**config.mk**
```make
export PLATFORM = sky130hd
export DESIGN_NAME = hdsp_serial_port
export DESIGN_NICKNAME = d
export VERILOG_FILES = /design/src/logic/hdsp_pkg.sv /design/src/logic/hdsp_serial_port.sv
export VERILOG_INCLUDE_DIRS = /design/src /design/src/logic
export SDC_FILE = /design/constraint.sdc
export NUM_CORES = 1
export LEC_CHECK = 0
export BUFFER_PORTS_ARGS = -buffer_cell sky130_fd_sc_hd__buf_2
export CAP_MARGIN = 0
export CORE_MARGIN = 3
export CORE_UTILIZATION = 30
export CTS_BUF_LIST = sky130_fd_sc_hd__clkbuf_8
export DETAILED_ROUTE_END_ITERATION = 8
export PLACE_DENSITY = 0.57
export SLEW_MARGIN = 25
export SYNTH_ARGS = -nofsm -noshare
export SYNTH_HDL_FRONTEND = slang
export SYNTH_SLANG_ARGS = --single-unit
```
**constraint.sdc**
```tcl
create_clock -name clk_in -period 18 [get_ports clk_in]
set_input_delay 2.7 -clock clk_in [delete_from_list [all_inputs] [get_ports clk_in]]
set_output_delay 2.7 -clock clk_in [all_outputs]
set_load 0.03 [all_outputs]
```
**src/logic/hdsp_consts.svh**
```systemverilog
// Purpose: Offsets, field positions, reset values and timing counts for the serial port
// Assumes: Included by bare name
// Notes:   Registers are 32-bit aligned words on classic Wishbone
`ifndef HDSP_CONSTS_SVH
`define HDSP_CONSTS_SVH

// ============================================================
// Register map
`define HDSP_ADDR_DATA      8'h00
`define HDSP_ADDR_CTRL      8'h04
`define HDSP_ADDR_OPTS      8'h08

// ============================================================
// Control register fields
`define HDSP_CR_RX_READY_FLAG       7
`define HDSP_CR_TXEMPTY     6
`define HDSP_CR_RX_IRQ_ENABLE       5
`define HDSP_CR_TX_IRQ_ENABLE       4
`define HDSP_CR_BAUD_HI     3
`define HDSP_CR_BAUD_LO     1
`define HDSP_CR_NINTH       0
`define HDSP_CR_RESET       8'h00

// ============================================================
// Options register fields
`define HDSP_OPT_LONG       0
`define HDSP_OPT_BUSY       1

// ============================================================
// Divisors from an 8 MHz reference, rescaled to the core clock
`define HDSP_REF_HZ         8000000
`define HDSP_CLK_HZ         125000000
`define HDSP_DIV0           6656
`define HDSP_DIV1           3328
`define HDSP_DIV2           1664
`define HDSP_DIV3           832
`define HDSP_DIV4           416
`define HDSP_DIV5           256
`define HDSP_DIV6           208
`define HDSP_DIV7           104
`define HDSP_OVERSAMPLE     8
`define HDSP_SAMPLE_A       3
`define HDSP_SAMPLE_B       4
`define HDSP_SAMPLE_C       5

`endif

```
**src/logic/hdsp_pkg.sv**
```systemverilog
// Purpose: Types for the half-duplex serial port
// Assumes: Nothing
// Notes:   Gray codes along the normal path
package hdsp_pkg;

	typedef enum logic [1:0]
	{
		HDSP_IDLE  = 2'b00,
		HDSP_START = 2'b01,
		HDSP_DATA  = 2'b11,
		HDSP_STOP  = 2'b10
	} hdsp_state_e;

	typedef logic [7:0] hdsp_byte_t;

endpackage

```
**src/logic/hdsp_serial_port.sv**
```systemverilog
// Purpose: Half-duplex asynchronous serial port with Wishbone register access
// Assumes: Inputs synchronous to clk_in; software sets port level high when idle
// Notes:   Frame length fixed by LONG_FRAME parameter
// What this block does
// - Half-duplex only, frame length fixed at build
// - Ten-bit frame: optional automatic even parity
// - Received bytes buffered; transmit goes straight out
// - Transmit start aborts ongoing reception
// - Eleven-bit frame inverts transmit line
// - Output select inactive when not transmitting
// - Divider gives eight times baud sampling
// - Three samples, two-of-three majority per bit
// - Start and stop generated automatically
// - Data write starts transmission with settings
// - Ninth bit persists, overwritten by reception
// - Low start bit, then data LSB first
// - High stop bit, then release output select
// - Transmit-empty flag set, cleared, software settable
// - Frame layouts: 8+1 or 9+1 payload/stop
// - Idle falling edge, wait one start bit
// - Eight bits to data, ninth or parity
// - Stop wait, buffer, set receive-ready flag
// - Separate interrupt enables per flag
// - Runs from free clock during wait mode
// - Three-bit baud select, immediate effect
// - Parity bit zero means even parity good
// - Receive flag clearable; enables leave flags alone
`timescale 1ns/1ps
`include "hdsp_consts.svh"

module hdsp_serial_port
#(
	parameter bit LONG_FRAME = 1'b0
)
(
	input  wire logic          clk_in,
	input  wire logic          rstn_in,
	input  wire logic          wb_cyc_in,
	input  wire logic          wb_stb_in,
	input  wire logic          wb_we_in,
	input  wire logic [7:0]    wb_adr_in,
	input  wire logic [3:0]    wb_sel_in,
	input  wire logic [31:0]   wb_dat_in,
	output logic      [31:0]   wb_dat_out,
	output logic               wb_ack_out,
	input  wire logic          rx_pin_in,
	input  wire logic          port_out_value_in,
	output logic               serial_out_pin_out,
	output logic               serial_output_select_out,
	output logic               tx_irq_out,
	output logic               rx_irq_out
);
	import hdsp_pkg::*;

	// ============================================================
	// Bus decode
	logic              wr_stb;
	logic              rd_stb;
	logic              wr_data;
	logic              wr_ctrl;
	logic              rd_data;
	logic              ack_q;

	assign wr_stb  = wb_cyc_in && wb_stb_in && wb_we_in && !ack_q;
	assign rd_stb  = wb_cyc_in && wb_stb_in && !wb_we_in && !ack_q;
	assign wr_data = wr_stb && (wb_adr_in == `HDSP_ADDR_DATA) && wb_sel_in[0];
	assign wr_ctrl = wr_stb && (wb_adr_in == `HDSP_ADDR_CTRL) && wb_sel_in[0];
	assign rd_data = rd_stb && (wb_adr_in == `HDSP_ADDR_DATA);

	// ============================================================
	// Registers
	logic              rx_ready_flag_q;
	logic              tx_empty_flag_q;
	logic              rx_irq_enable_q;
	logic              tx_irq_enable_q;
	logic [2:0]        baud_select_q;
	logic              parity_or_ninth_bit_q;
	hdsp_byte_t        rx_buf_q;
	logic              tx_done;
	logic              rx_done;
	logic              rx_ninth;
	hdsp_byte_t        rx_shift_q;

	always_ff @(posedge clk_in)
	begin
		if (!rstn_in)
		begin
			rx_irq_enable_q       <= 1'b0;
			tx_irq_enable_q       <= 1'b0;
			baud_select_q         <= 3'h0;
			parity_or_ninth_bit_q <= 1'b0;
		end
		else
		begin
			if (wr_ctrl)
			begin
				rx_irq_enable_q <= wb_dat_in[`HDSP_CR_RX_IRQ_ENABLE];
				tx_irq_enable_q <= wb_dat_in[`HDSP_CR_TX_IRQ_ENABLE];
				baud_select_q   <= wb_dat_in[`HDSP_CR_BAUD_HI:`HDSP_CR_BAUD_LO];
			end
			if (rx_done)
				parity_or_ninth_bit_q <= rx_ninth;
			else if (wr_ctrl)
				parity_or_ninth_bit_q <= wb_dat_in[`HDSP_CR_NINTH];
		end
	end

	// Set wins over software clear
	always_ff @(posedge clk_in)
	begin
		if (!rstn_in)
			tx_empty_flag_q <= 1'b0;
		else if (tx_done)
			tx_empty_flag_q <= 1'b1;
		else if (wr_data)
			tx_empty_flag_q <= 1'b0;
		else if (wr_ctrl)
			tx_empty_flag_q <= wb_dat_in[`HDSP_CR_TXEMPTY];
	end

	always_ff @(posedge clk_in)
	begin
		if (!rstn_in)
			rx_ready_flag_q <= 1'b0;
		else if (rx_done)
			rx_ready_flag_q <= 1'b1;
		else if (wr_ctrl)
			rx_ready_flag_q <= wb_dat_in[`HDSP_CR_RX_READY_FLAG];
	end

	always_ff @(posedge clk_in)
	begin
		if (!rstn_in)
			rx_buf_q <= 8'h00;
		else if (rx_done)
			rx_buf_q <= rx_shift_q;
	end

	// ============================================================
	// Baud divider: eight-times sample enable
	logic [15:0]       div_cnt_q;
	logic [15:0]       div_max;
	logic              tick;
	logic [15:0]       ref_div;

	always_comb
	begin
		case (baud_select_q)
			3'h0:    ref_div = 16'(`HDSP_DIV0);
			3'h1:    ref_div = 16'(`HDSP_DIV1);
			3'h2:    ref_div = 16'(`HDSP_DIV2);
			3'h3:    ref_div = 16'(`HDSP_DIV3);
			3'h4:    ref_div = 16'(`HDSP_DIV4);
			3'h5:    ref_div = 16'(`HDSP_DIV5);
			3'h6:    ref_div = 16'(`HDSP_DIV6);
			default: ref_div = 16'(`HDSP_DIV7);
		endcase
		// Rescale reference divisor to core clock, per sample tick
		div_max = 16'((32'(ref_div) * (`HDSP_CLK_HZ / 1000)) /
			((`HDSP_REF_HZ / 1000) * `HDSP_OVERSAMPLE) - 32'd1);
	end

	assign tick = (div_cnt_q == 16'h0000);

	always_ff @(posedge clk_in)
	begin
		if (!rstn_in)
			div_cnt_q <= 16'h0000;
		else if (tick || div_cnt_q > div_max)
			div_cnt_q <= div_max;
		else
			div_cnt_q <= div_cnt_q - 16'h0001;
	end

	// ============================================================
	// Transmitter
	localparam int NPAY = LONG_FRAME ? 9 : 8;
	hdsp_state_e       tx_state_q;
	logic [2:0]        tx_phase_q;
	logic [3:0]        tx_bit_q;
	logic [8:0]        tx_shift_q;
	logic              tx_level_q;
	logic              tx_active;
	logic              tx_end_tick;
	logic              par7;

	assign tx_active   = (tx_state_q != HDSP_IDLE);
	assign tx_end_tick = tick && (tx_phase_q == 3'h7);
	assign par7        = ^wb_dat_in[6:0];
	assign tx_done     = (tx_state_q == HDSP_STOP) && tx_end_tick;

	always_ff @(posedge clk_in)
	begin
		if (!rstn_in)
		begin
			tx_state_q <= HDSP_IDLE;
			tx_phase_q <= 3'h0;
			tx_bit_q   <= 4'h0;
			tx_shift_q <= 9'h000;
			tx_level_q <= 1'b1;
		end
		else if (wr_data)
		begin
			tx_state_q <= HDSP_START;
			tx_phase_q <= 3'h0;
			tx_bit_q   <= 4'h0;
			tx_level_q <= 1'b0;
			if (LONG_FRAME)
				tx_shift_q <= {parity_or_ninth_bit_q, wb_dat_in[7:0]};
			else if (parity_or_ninth_bit_q)
				tx_shift_q <= {1'b1, par7, wb_dat_in[6:0]};
			else
				tx_shift_q <= {1'b1, wb_dat_in[7:0]};
		end
		else if (tick)
		begin
			tx_phase_q <= tx_phase_q + 3'h1;
			if (tx_phase_q == 3'h7)
			begin
				case (tx_state_q)
					HDSP_START:
					begin
						tx_state_q <= HDSP_DATA;
						tx_level_q <= tx_shift_q[0];
						tx_shift_q <= {1'b1, tx_shift_q[8:1]};
					end
					HDSP_DATA:
					begin
						tx_bit_q <= tx_bit_q + 4'h1;
						if (tx_bit_q == 4'(NPAY - 1))
						begin
							tx_state_q <= HDSP_STOP;
							tx_level_q <= 1'b1;
						end
						else
						begin
							tx_level_q <= tx_shift_q[0];
							tx_shift_q <= {1'b1, tx_shift_q[8:1]};
						end
					end
					HDSP_STOP:
						tx_state_q <= HDSP_IDLE;
					default:
						tx_state_q <= HDSP_IDLE;
				endcase
			end
		end
	end

	// ============================================================
	// Receiver
	hdsp_state_e       rx_state_q;
	logic [2:0]        rx_phase_q;
	logic [3:0]        rx_bit_q;
	logic [2:0]        rx_smp_q;
	logic              rx_prev_q;
	logic              rx_ninth_q;
	logic              vote;

	assign vote     = (rx_smp_q[0] & rx_smp_q[1]) | (rx_smp_q[0] & rx_smp_q[2]) |
		(rx_smp_q[1] & rx_smp_q[2]);
	assign rx_ninth = LONG_FRAME ? rx_ninth_q : ^rx_shift_q;
	assign rx_done  = (rx_state_q == HDSP_STOP) && tick && (rx_phase_q == 3'h7)
		&& !tx_active && !wr_data;

	always_ff @(posedge clk_in)
	begin
		if (!rstn_in)
			rx_prev_q <= 1'b1;
		else if (tick)
			rx_prev_q <= rx_pin_in;
	end

	always_ff @(posedge clk_in)
	begin
		if (!rstn_in)
		begin
			rx_state_q <= HDSP_IDLE;
			rx_phase_q <= 3'h0;
			rx_bit_q   <= 4'h0;
			rx_smp_q   <= 3'h7;
			rx_shift_q <= 8'h00;
			rx_ninth_q <= 1'b0;
		end
		else if (tx_active || wr_data)
			rx_state_q <= HDSP_IDLE;
		else if (tick)
		begin
			rx_phase_q <= rx_phase_q + 3'h1;
			if (rx_phase_q == 3'(`HDSP_SAMPLE_A))
				rx_smp_q[0] <= rx_pin_in;
			if (rx_phase_q == 3'(`HDSP_SAMPLE_B))
				rx_smp_q[1] <= rx_pin_in;
			if (rx_phase_q == 3'(`HDSP_SAMPLE_C))
				rx_smp_q[2] <= rx_pin_in;
			case (rx_state_q)
				HDSP_IDLE:
					if (rx_prev_q && !rx_pin_in)
					begin
						rx_state_q <= HDSP_START;
						rx_phase_q <= 3'h1;
						rx_bit_q   <= 4'h0;
					end
				HDSP_START:
					if (rx_phase_q == 3'h7)
						rx_state_q <= HDSP_DATA;
				HDSP_DATA:
					if (rx_phase_q == 3'h7)
					begin
						rx_bit_q <= rx_bit_q + 4'h1;
						if (rx_bit_q == 4'h8)
							rx_ninth_q <= vote;
						else
							rx_shift_q <= {vote, rx_shift_q[7:1]};
						if (rx_bit_q == 4'(NPAY - 1))
							rx_state_q <= HDSP_STOP;
					end
				HDSP_STOP:
					if (rx_phase_q == 3'h7)
						rx_state_q <= HDSP_IDLE;
				default:
					rx_state_q <= HDSP_IDLE;
			endcase
		end
	end

	// ============================================================
	// Outputs
	always_ff @(posedge clk_in)
	begin
		if (!rstn_in)
		begin
			serial_output_select_out <= 1'b0;
			serial_out_pin_out       <= 1'b1;
			tx_irq_out               <= 1'b0;
			rx_irq_out               <= 1'b0;
		end
		else
		begin
			serial_output_select_out <= tx_active;
			if (tx_active)
				serial_out_pin_out <= LONG_FRAME ? ~tx_level_q : tx_level_q;
			else
				serial_out_pin_out <= port_out_value_in;
			tx_irq_out <= tx_irq_enable_q && tx_empty_flag_q;
			rx_irq_out <= rx_irq_enable_q && rx_ready_flag_q;
		end
	end

	// ============================================================
	// Bus answer: one wait state, unmapped reads zero
	always_ff @(posedge clk_in)
	begin
		if (!rstn_in)
		begin
			ack_q      <= 1'b0;
			wb_ack_out <= 1'b0;
			wb_dat_out <= 32'h0000_0000;
		end
		else
		begin
			ack_q      <= wr_stb || rd_stb;
			wb_ack_out <= wr_stb || rd_stb;
			if (rd_data)
				wb_dat_out <= {24'h000000, rx_buf_q};
			else if (rd_stb && wb_adr_in == `HDSP_ADDR_CTRL)
				wb_dat_out <= {24'h000000, rx_ready_flag_q, tx_empty_flag_q,
					rx_irq_enable_q, tx_irq_enable_q, baud_select_q,
					parity_or_ninth_bit_q};
			else if (rd_stb && wb_adr_in == `HDSP_ADDR_OPTS)
				wb_dat_out <= {30'h0, tx_active, LONG_FRAME};
			else
				wb_dat_out <= 32'h0000_0000;
		end
	end

	// Clock runs free of processor wait state
endmodule

```
* Word level (Yosys, flattened, before mapping)
Index checks and enable logic that the tools add are counted.
** Storage, ports and cells
- Bits in registers :: 109
- Output and inout bits :: 37
** Cells by class
- Add/subtract/negate cells :: 6
- Multiply operators :: 1
- Divide/modulo/power cells :: 1
- Order comparisons :: 1
- Eq/ne operators :: 30
- Muxes and demuxes :: 40
- Bitwise gates (word level) :: 8
- Reduce and logical (&&, ||, !) cells :: 57
** Operator list (number)
- $pmux 13 s7 :: 1
- $mux 9 :: 4
- $div 32x16->32 const B :: 1
- $sub 16x1->16 const B :: 2
- $mul 16x14->29 const B :: 1
- $mux 8 :: 3
- $eq 3x3->1 const B :: 7
- $logic_and 1x1->1 :: 21
- $reduce_and 3->1 :: 7
- $pmux 9 s2 :: 1
- $gt 16x16->1 :: 1
- $logic_not 16->1 :: 1
- $mux 16 :: 1
- $mux 1 :: 15
- $mux 2 :: 7
- $ne 2x2->1 const B :: 5
- $reduce_and 5->1 :: 2
- $reduce_bool 2->1 :: 5
- $eq 3x2->1 const B :: 3
- $add 4x1->4 const B :: 2
- $eq 2x2->1 const B :: 4
- $eq 4x3->1 const B :: 2
- $eq 8x3->1 const B :: 1
- $eq 8x4->1 const B :: 1
- 28 further kinds :: 46

* Logic depth before layout (Yosys ltp)
Gate-level depths: netlist (run 1).
- Depth in word-level cells :: 8
- Gate-level depth with buffers :: 94

* Least setup slack after synthesis (run 1)
Ideal clock, no wire load.
- Path type :: reg2reg
- Start :: register baud_select_q[0]
- End :: register div_cnt_q[12]
- Setup time :: 130 ps
- Arrival time :: 19633 ps
- Slack :: -1763 ps
- Cell stages (with the launch flop) :: 81
- Clock period less this slack :: 19763 ps
- Path through :: dfxtp_1 -> buf_2 -> inv_1 -> clkbuf_1 -> ha_1 -> clkbuf_1 -> clkbuf_1 -> a21oi_1 -> nor2_1 -> fa_1 -> ha_1 -> fa_1 -> fa_1 -> ha_1 -> ha_1 -> a21o_1 -> a2111o_1 -> o21a_2 -> [45 not listed] -> or3b_1 -> a311oi_4 -> o21ai_0 -> nor4_2 -> nor3b_1 -> nor3_1 -> ha_1 -> nand4_1 -> xnor2_1 -> ha_1 -> nand2_1 -> or4_1 -> o41ai_1 -> nand2b_1 -> clkbuf_1 -> clkbuf_1 -> o21ai_0 -> a21oi_1
** On the way
- Cells in the longest elaborated chain, start to end :: 8
- Elaborated cells between the ends (all ways) :: 14
- Classes of those cells :: 1 x add/sub; 1 x mul; 1 x div; 1 x order compare; 6 x eq/ne; 2 x mux; 2 x reduce/logical
** RTL lines
- from (decl) :: RTL line hdsp_serial_port.sv:76 : logic [2:0] baud_select_q;
- from (signal assigned) :: RTL line hdsp_serial_port.sv:99 : baud_select_q <= wb_dat_in[`HDSP_CR_BAUD_HI:`HDSP_CR_BAUD_LO];
- $eq 3x3->1 (tied with other cells) :: RTL line hdsp_serial_port.sv:148 : case (baud_select_q)
- $pmux 13 s7 (*) :: RTL line hdsp_serial_port.sv:148
- $mul 16x14->29 (*) :: RTL line hdsp_serial_port.sv:159 : div_max = 16'((32'(ref_div) * (`HDSP_CLK_HZ / 1000)) /
- $div 32x16->32 (*) :: RTL line hdsp_serial_port.sv:159
- $sub 16x1->16 (*) :: RTL line hdsp_serial_port.sv:159
- $gt 16x16->1 :: RTL line hdsp_serial_port.sv:169 : else if (tick || div_cnt_q > div_max)
- $logic_or 1x1->1 :: RTL line hdsp_serial_port.sv:169
- $mux 16 (*) :: RTL line hdsp_serial_port.sv:169
- to (signal assigned) :: RTL line hdsp_serial_port.sv:170 : div_cnt_q <= div_max;
- to (signal assigned) :: RTL line hdsp_serial_port.sv:172 : div_cnt_q <= div_cnt_q - 16'h0001;
- to (decl) :: RTL line hdsp_serial_port.sv:141 : logic [15:0] div_cnt_q;
Every way passes the cells marked *; elsewhere a longest branch is shown, timed or not.
A chain may end at the register's enable or synchronous reset.

* Worst setup path in the final report (run 1)
- Start :: register baud_select_q[0]
- End :: register div_cnt_q[10]
The elaborated chain is that of the path after synthesis.

==> results.json, run 1 <==
{
  "outcome": "finished, violations left",
  "violations": "negative setup slack",
  "yosys_register_bits": 85,
  "ys_top_cells_by_area": "dfxtp_1 14%, ha_1 10%, nor2_1 5.2%, nand2_1 4.3%, mux2i_1 4.3%",
  "postSynthAreaPerCell_um2": 7.84,
  "rows": 72,
  "drtPass1Iterations": 5,
  "wl_per_cell_um": 16.8,
  "die_area_um2": 42700,
  "drt_iter0_drc": 728,
  "slew_headroom_pct": 40.9,
  "core-area_um2": 39200,
  "cts_tree": "yes",
  "tns_ns": -9.76,
  "post_layout_nonfiller_instances": 2551,
  "syn_inst": 1539,
  "nets": 2192,
  "hold_class": "reg -> reg",
  "max_stage_delay_ns": 0.63,
  "antenna_found_initial": 0,
  "yosys_warnings": 0,
  "maxSlewViolCount": 0,
  "period_share_pct": 104,
  "fp.dieH_um": 207,
  "gp_congestion": 0.892,
  "drv_cap": 0,
  "synth_top_area_share_pct": 14.1,
  "rsz0062_at_grt": "true",
  "clkSinkCount": 85,
  "vdd_drop_max_uv": 47.8,
  "path_clk_slew_ns": 0.09,
  "timing.critical_path.mode_cell": "ha_4",
  "die_w_um": 207,
  "dp_cells": 2466,
  "final-hold-violation-count": 0,
  "cp-start-kind": "flop",
  "layout_min_cycle_time_ns": 18.67,
  "drt_wl_total_um": 42800,
  "synth_most_common_cell": "nor2_1",
  "clk_path_buf_depth": 2,
  "grt_util_all_layers_pct": 19.2,
  "ys_top_cells_by_count": "168 x nor2_1, 139 x nand2_1, 99 x ha_1",
  "netlist_area_um2": 12100,
  "synthToLayoutAreaGrowth_pct": 51.1,
  "io_buffers": 36,
  "vias": 13800,
  "pre_cts_ws_ns": -1.12,
  "final_layout_size_suffix_gt1_share_pct": 41.6,
  "max_freq_ghz": 0.0536,
  "ys_dominant_reg_cell": "dfxtp_1",
  "yosysTopAreaCell": "dfxtp_1",
  "drc_errors": 0,
  "final_core_util_pct": 46.5,
  "grt_pass1_wl_um": 68300,
  "final_antenna_net_count": 0,
  "cts-hold-fix-buffers": 0,
  "initial_utilization_pct": 30.8,
  "cts-root-buf": "clkbuf_8",
  "critPathRequiredTime_ns": 18.26,
  "powerDensity_nw_per_um2": 43.1,
  "cp_max_fo": 8,
  "dp_hpwl_um": 33300,
  "io-pin-count": 88,
  "grt_start_max_net_pins": 60,
  "synth-edff-count": 0,
  "hold_ws_ns": 0.488,
  "async_reset_ff_share_pct": 0,
  "use_met2_pct": 33.0,
  "yosys.cell_types.count": 132,
  "tightestPinTransition_ns": 0.885,
  "grtUsageMet1_pct": 26.1,
  "n_fill_cell": 3797,
  "clock_latency_ns": 0.36,
  "grt_pass1_vias": 13500,
  "skew_ns": 0.0149,
  "crit_path_end_kind": "flop",
  "use_met3_pct": 1.76,
  "seq_area_frac_synth_pct": 14.1,
  "cp_slowest_cell": "fa_2",
  "arrival_ns": 18.93,
  "htree_levels": 3,
  "antenna_cells": 0,
  "path_class": "reg -> reg",
  "setup_viol": 16,
  "cellLeakagePower_nw": 8.13,
  "cts_buffers": 9,
  "via_per_inst": 5.39,
  "grt.overflow.total": 0,
  "grt_busiest_layer": "met2",
  "layout_setup_ws_ns": -0.669
}
worst paths after layout:
| check | from | to | slack [ns] | cells after the start |
|---|---|---|---|---|
| setup / recovery | baud_select_q[0] | div_cnt_q[10] | -0.67 | 85 |
| hold / removal | tx_bit_q[1] | tx_bit_q[1] | 0.49 | 2 |
| setup reg to reg | baud_select_q[0] | div_cnt_q[10] | -0.67 | 85 |
| hold reg to reg | tx_bit_q[1] | tx_bit_q[1] | 0.49 | 2 |
what timing repair did:
item	in CTS	in global routing
pin swaps	45	99
buffers inserted	29	40
gates cloned	2	2
gates resized for setup	91	135
endpoints found under the setup margin	16	16
per-layer routing:
metal  part of all wire [%]  wire (um)
met1                     46      19800
met2                     48      20400
met3                    4.0       1700
met4                    2.3        997
met5                      0          0
power breakdown:
part / switching, mW / internal [mW]
sequential: 0.0163 / 0.202
combinational: 0.209 / 0.219
clock: 0.0710 / 0.0689
registers in the layout, summed over array words and instances (netlist names), 4 cells and up:
name        flops
tx_shift_q      9
wb_dat_out      8
rx_bit_q        4
tx_bit_q        4
rx_buf_q        8
div_cnt_q      16
rx_shift_q      8
layout make-up:
class	count	area (um^2)	area share, %
clock buffer	10	138	0.755
clock inverter	6	68.8	0.377
inverter	64	256	1.41
multi-input combinational	1326	11200	61.5
sequential	85	1710	9.39
tap	518	648	3.55
timing repair buffer	542	4200	23.0
cells in the final DEF (no fill, tap or decap), types with 23 or more instances in the layout:
master    count
xnor2_1      47
and3_1       25
a211oi_1     23
buf_2        36
mux2i_1      47
nand2_1     132
conb_1       25
a21oi_1      66
buf_4       479
ha_1         82
nor2_1      143
o21ai_0      33
dfxtp_1      82
nand3_1      52
inv_1        52
nor3_1       34
worst max-delay path: cells and delay by family, from the launching register on:
| family | cells | cell delay, ns |
|---|---|---|
| AOI/OAI and AO/OA | 33 | 6.62 |
| xor gates and xnor gates | 7 | 1.21 |
| adders and majority gates | 11 | 3.41 |
| buffers and inverters | 14 | 1.92 |
| DFF | 1 | 0.45 |
| muxes | 4 | 1.26 |
| and+or+nand+nor | 16 | 3.67 |
cell families after synthesis:
logic type	synth area share, %
AO/OA/AOI/OAI	28.7
XOR/XNOR	7.52
adder cells (fa/ha/maj)	12.6
buffers and inverters	6.11
flip-flops	14.1
multiplexers	5.31
other	0.0311
AND/OR/NAND/NOR	25.6
stage by stage:
| step | total power, mW | instance area (um^2) |
|---|---|---|
| global placement | 0.573 | 16300 |
| finish | 0.786 | 18200 |
| floorplan | 0.464 | 12700 |
| global route | 0.840 | 18200 |
| CTS | 0.737 | 17200 |
| detailed placement | 0.580 | 16300 |
(Power assumes the default switching activity.)
==> run 2: changes to the inputs <==
Settings changed: CELL_PAD_IN_SITES_DETAIL_PLACEMENT set to 0, CELL_PAD_IN_SITES_GLOBAL_PLACEMENT set to 1, PLACE_DENSITY 0.57 to 0.69.
==> results.json, run 2 (synthesized netlist as in run 1, its figures left out) <==
{
  "regMostFlops": "div_cnt_q",
  "largest_register_ffs": 16,
  "layout_min_cycle_time_ns": 18.46,
  "skew_ns": 0.0113,
  "synthToLayoutAreaGrowth_pct": 53.6,
  "period_share_pct": 103,
  "grt_pass1_vias": 14000,
  "dpl_cell_area_um2": 16400,
  "postLayoutCellArea_um2": 18500,
  "cellLeakagePower_nw": 8.42,
  "clk_path_buf_depth": 2,
  "final_layout_size_suffix_gt1_share_pct": 43.2,
  "tns_ns": -6.19,
  "crit_path_end_kind": "flop",
  "nets": 2233,
  "antenna_found_initial": 1,
  "final_antenna_net_count": 0,
  "cts_buffers": 9,
  "gp_congestion": 0.910,
  "max_stage_delay_ns": 0.55,
  "maxSlewViolCount": 0,
  "antenna_cells": 0,
  "die_w_um": 207,
  "vias": 13800,
  "final-hold-violation-count": 0,
  "grt_util_all_layers_pct": 20.1,
  "hold_class": "reg -> reg",
  "final_core_util_pct": 47.3,
  "crit_path_start": "baud_select_q[1]",
  "cp_slowest_cell": "or4_4",
  "final_cell_mix": "514 x buf_4, 147 x nor2_1, 130 x nand2_1",
  "grt.overflow.total": 0,
  "drc_errors": 0,
  "reg2reg_from": "baud_select_q[1]",
  "path_class": "reg -> reg",
  "critPathRequiredTime_ns": 18.27,
  "wl_per_cell_um": 17.1,
  "max_freq_ghz": 0.0542,
  "setup_viol": 16,
  "slew_headroom_pct": 36.8,
  "initial_utilization_pct": 30.8,
  "io-pin-count": 88,
  "regArea_um2": 1710,
  "drt_wl_total_um": 44200,
  "totalPowerFinal_uw": 810,
  "cp-start-kind": "flop",
  "clkSinkCount": 85,
  "layout_commonest_cell": "buf_4",
  "htree_levels": 3,
  "layout_setup_ws_ns": -0.459,
  "vdd_drop_max_uv": 57.3,
  "dp_hpwl_um": 34000,
  "grt_start_max_net_pins": 60,
  "post_layout_nonfiller_instances": 2592,
  "grt_pass1_wl_um": 71000,
  "cts-root-buf": "clkbuf_8",
  "cp_max_fo": 8,
  "violations": "negative setup slack",
  "clock_latency_ns": 0.36,
  "arrival_ns": 18.73,
  "drtPass1Iterations": 5,
  "outcome": "finished, violations left",
  "multi_input_area_um2": 11200,
  "rows": 72,
  "cts_tree": "yes",
  "fp.dieH_um": 207,
  "holdCritStartpoint": "ack_q",
  "die_area_um2": 42700,
  "core-area_um2": 39200,
  "cts-hold-fix-buffers": 0,
  "rsz0062_at_grt": "true",
  "tightestPinTransition_ns": 0.949,
  "io_buffers": 36,
  "via_per_inst": 5.33,
  "powerDensity_nw_per_um2": 43.7,
  "drt_iter0_drc": 843,
  "dp_cells": 2480,
  "path_clk_slew_ns": 0.10,
  "drv_cap": 0,
  "largestRegisters": "div_cnt_q (16), tx_shift_q (9)",
  "n_fill_cell": 3775
}
[run 2: cell count changes in the layout (fill, tap and decap cells not counted), moves of 4 or more]
cell	change
ha_4	-6
buf_6	+6
buf_4	+35
nor2_1	+4
ha_1	+9
[run 2: final cells by class]
class	count	share of cell area, %
multi-input combinational	1326	60.4
tap	518	3.50
clock buffer	9	0.668
timing repair buffer	583	24.4
clock inverter	7	0.418
inverter	64	1.38
sequential	85	9.24
[run 2: final timing paths]
kind	to	slack (ns)	depth (start not counted)
min	ack_q	0.48	1
max reg2reg	div_cnt_q[1]	-0.46	84
max	div_cnt_q[1]	-0.46	84
min reg2reg	ack_q	0.48	1
[run 2: what timing repair did]
item | CTS | global route
gates resized for setup | 149 | 85
gates cloned | 3 | 1
endpoints found under the setup margin | 16 | 16
pin swaps | 89 | 76
setup buffers | 62 | 35
[run 2: metrics by stage]
stage	hold slack [ns]	worst slack [ns]
after global routing	0.516	-1.21
after global placement	0.453	-1.01
after floorplan	0.438	-0.358
after CTS	0.482	-0.344
final	0.478	-0.459
after detailed placement	0.462	-1.08
[run 2: metal layers]
layer | up-vias | wire (um) | global-route usage [%]
li1 | 6794 | - | -
met3 | 48 | 1140 | 1.49
met4 | 2 | 676 | 3.71
met1 | 6749 | 20400 | 26.6
met2 | 231 | 21900 | 36.0
met5 | - | 16 | 0
[run 2: where the power goes]
group | switching, mW | total (mW) | internal, mW
registers | 0.0168 | 0.219 | 0.202
clock network | 0.0753 | 0.141 | 0.0659
logic | 0.220 | 0.450 | 0.230
total | 0.313 | 0.810 | 0.498
[run 2: worst max-delay path: cells and delay by family, from the launching register on]
| kind | cells | cell delay [ns] |
|---|---|---|
| flip-flops | 1 | 0.41 |
| AND/OR/NAND/NOR | 22 | 4.84 |
| buffers and inverters | 16 | 1.95 |
| multiplexers | 2 | 0.76 |
| adder cells (fa/ha/maj) | 9 | 2.89 |
| XOR/XNOR | 7 | 1.37 |
| AO/OA/AOI/OAI | 28 | 6.09 |
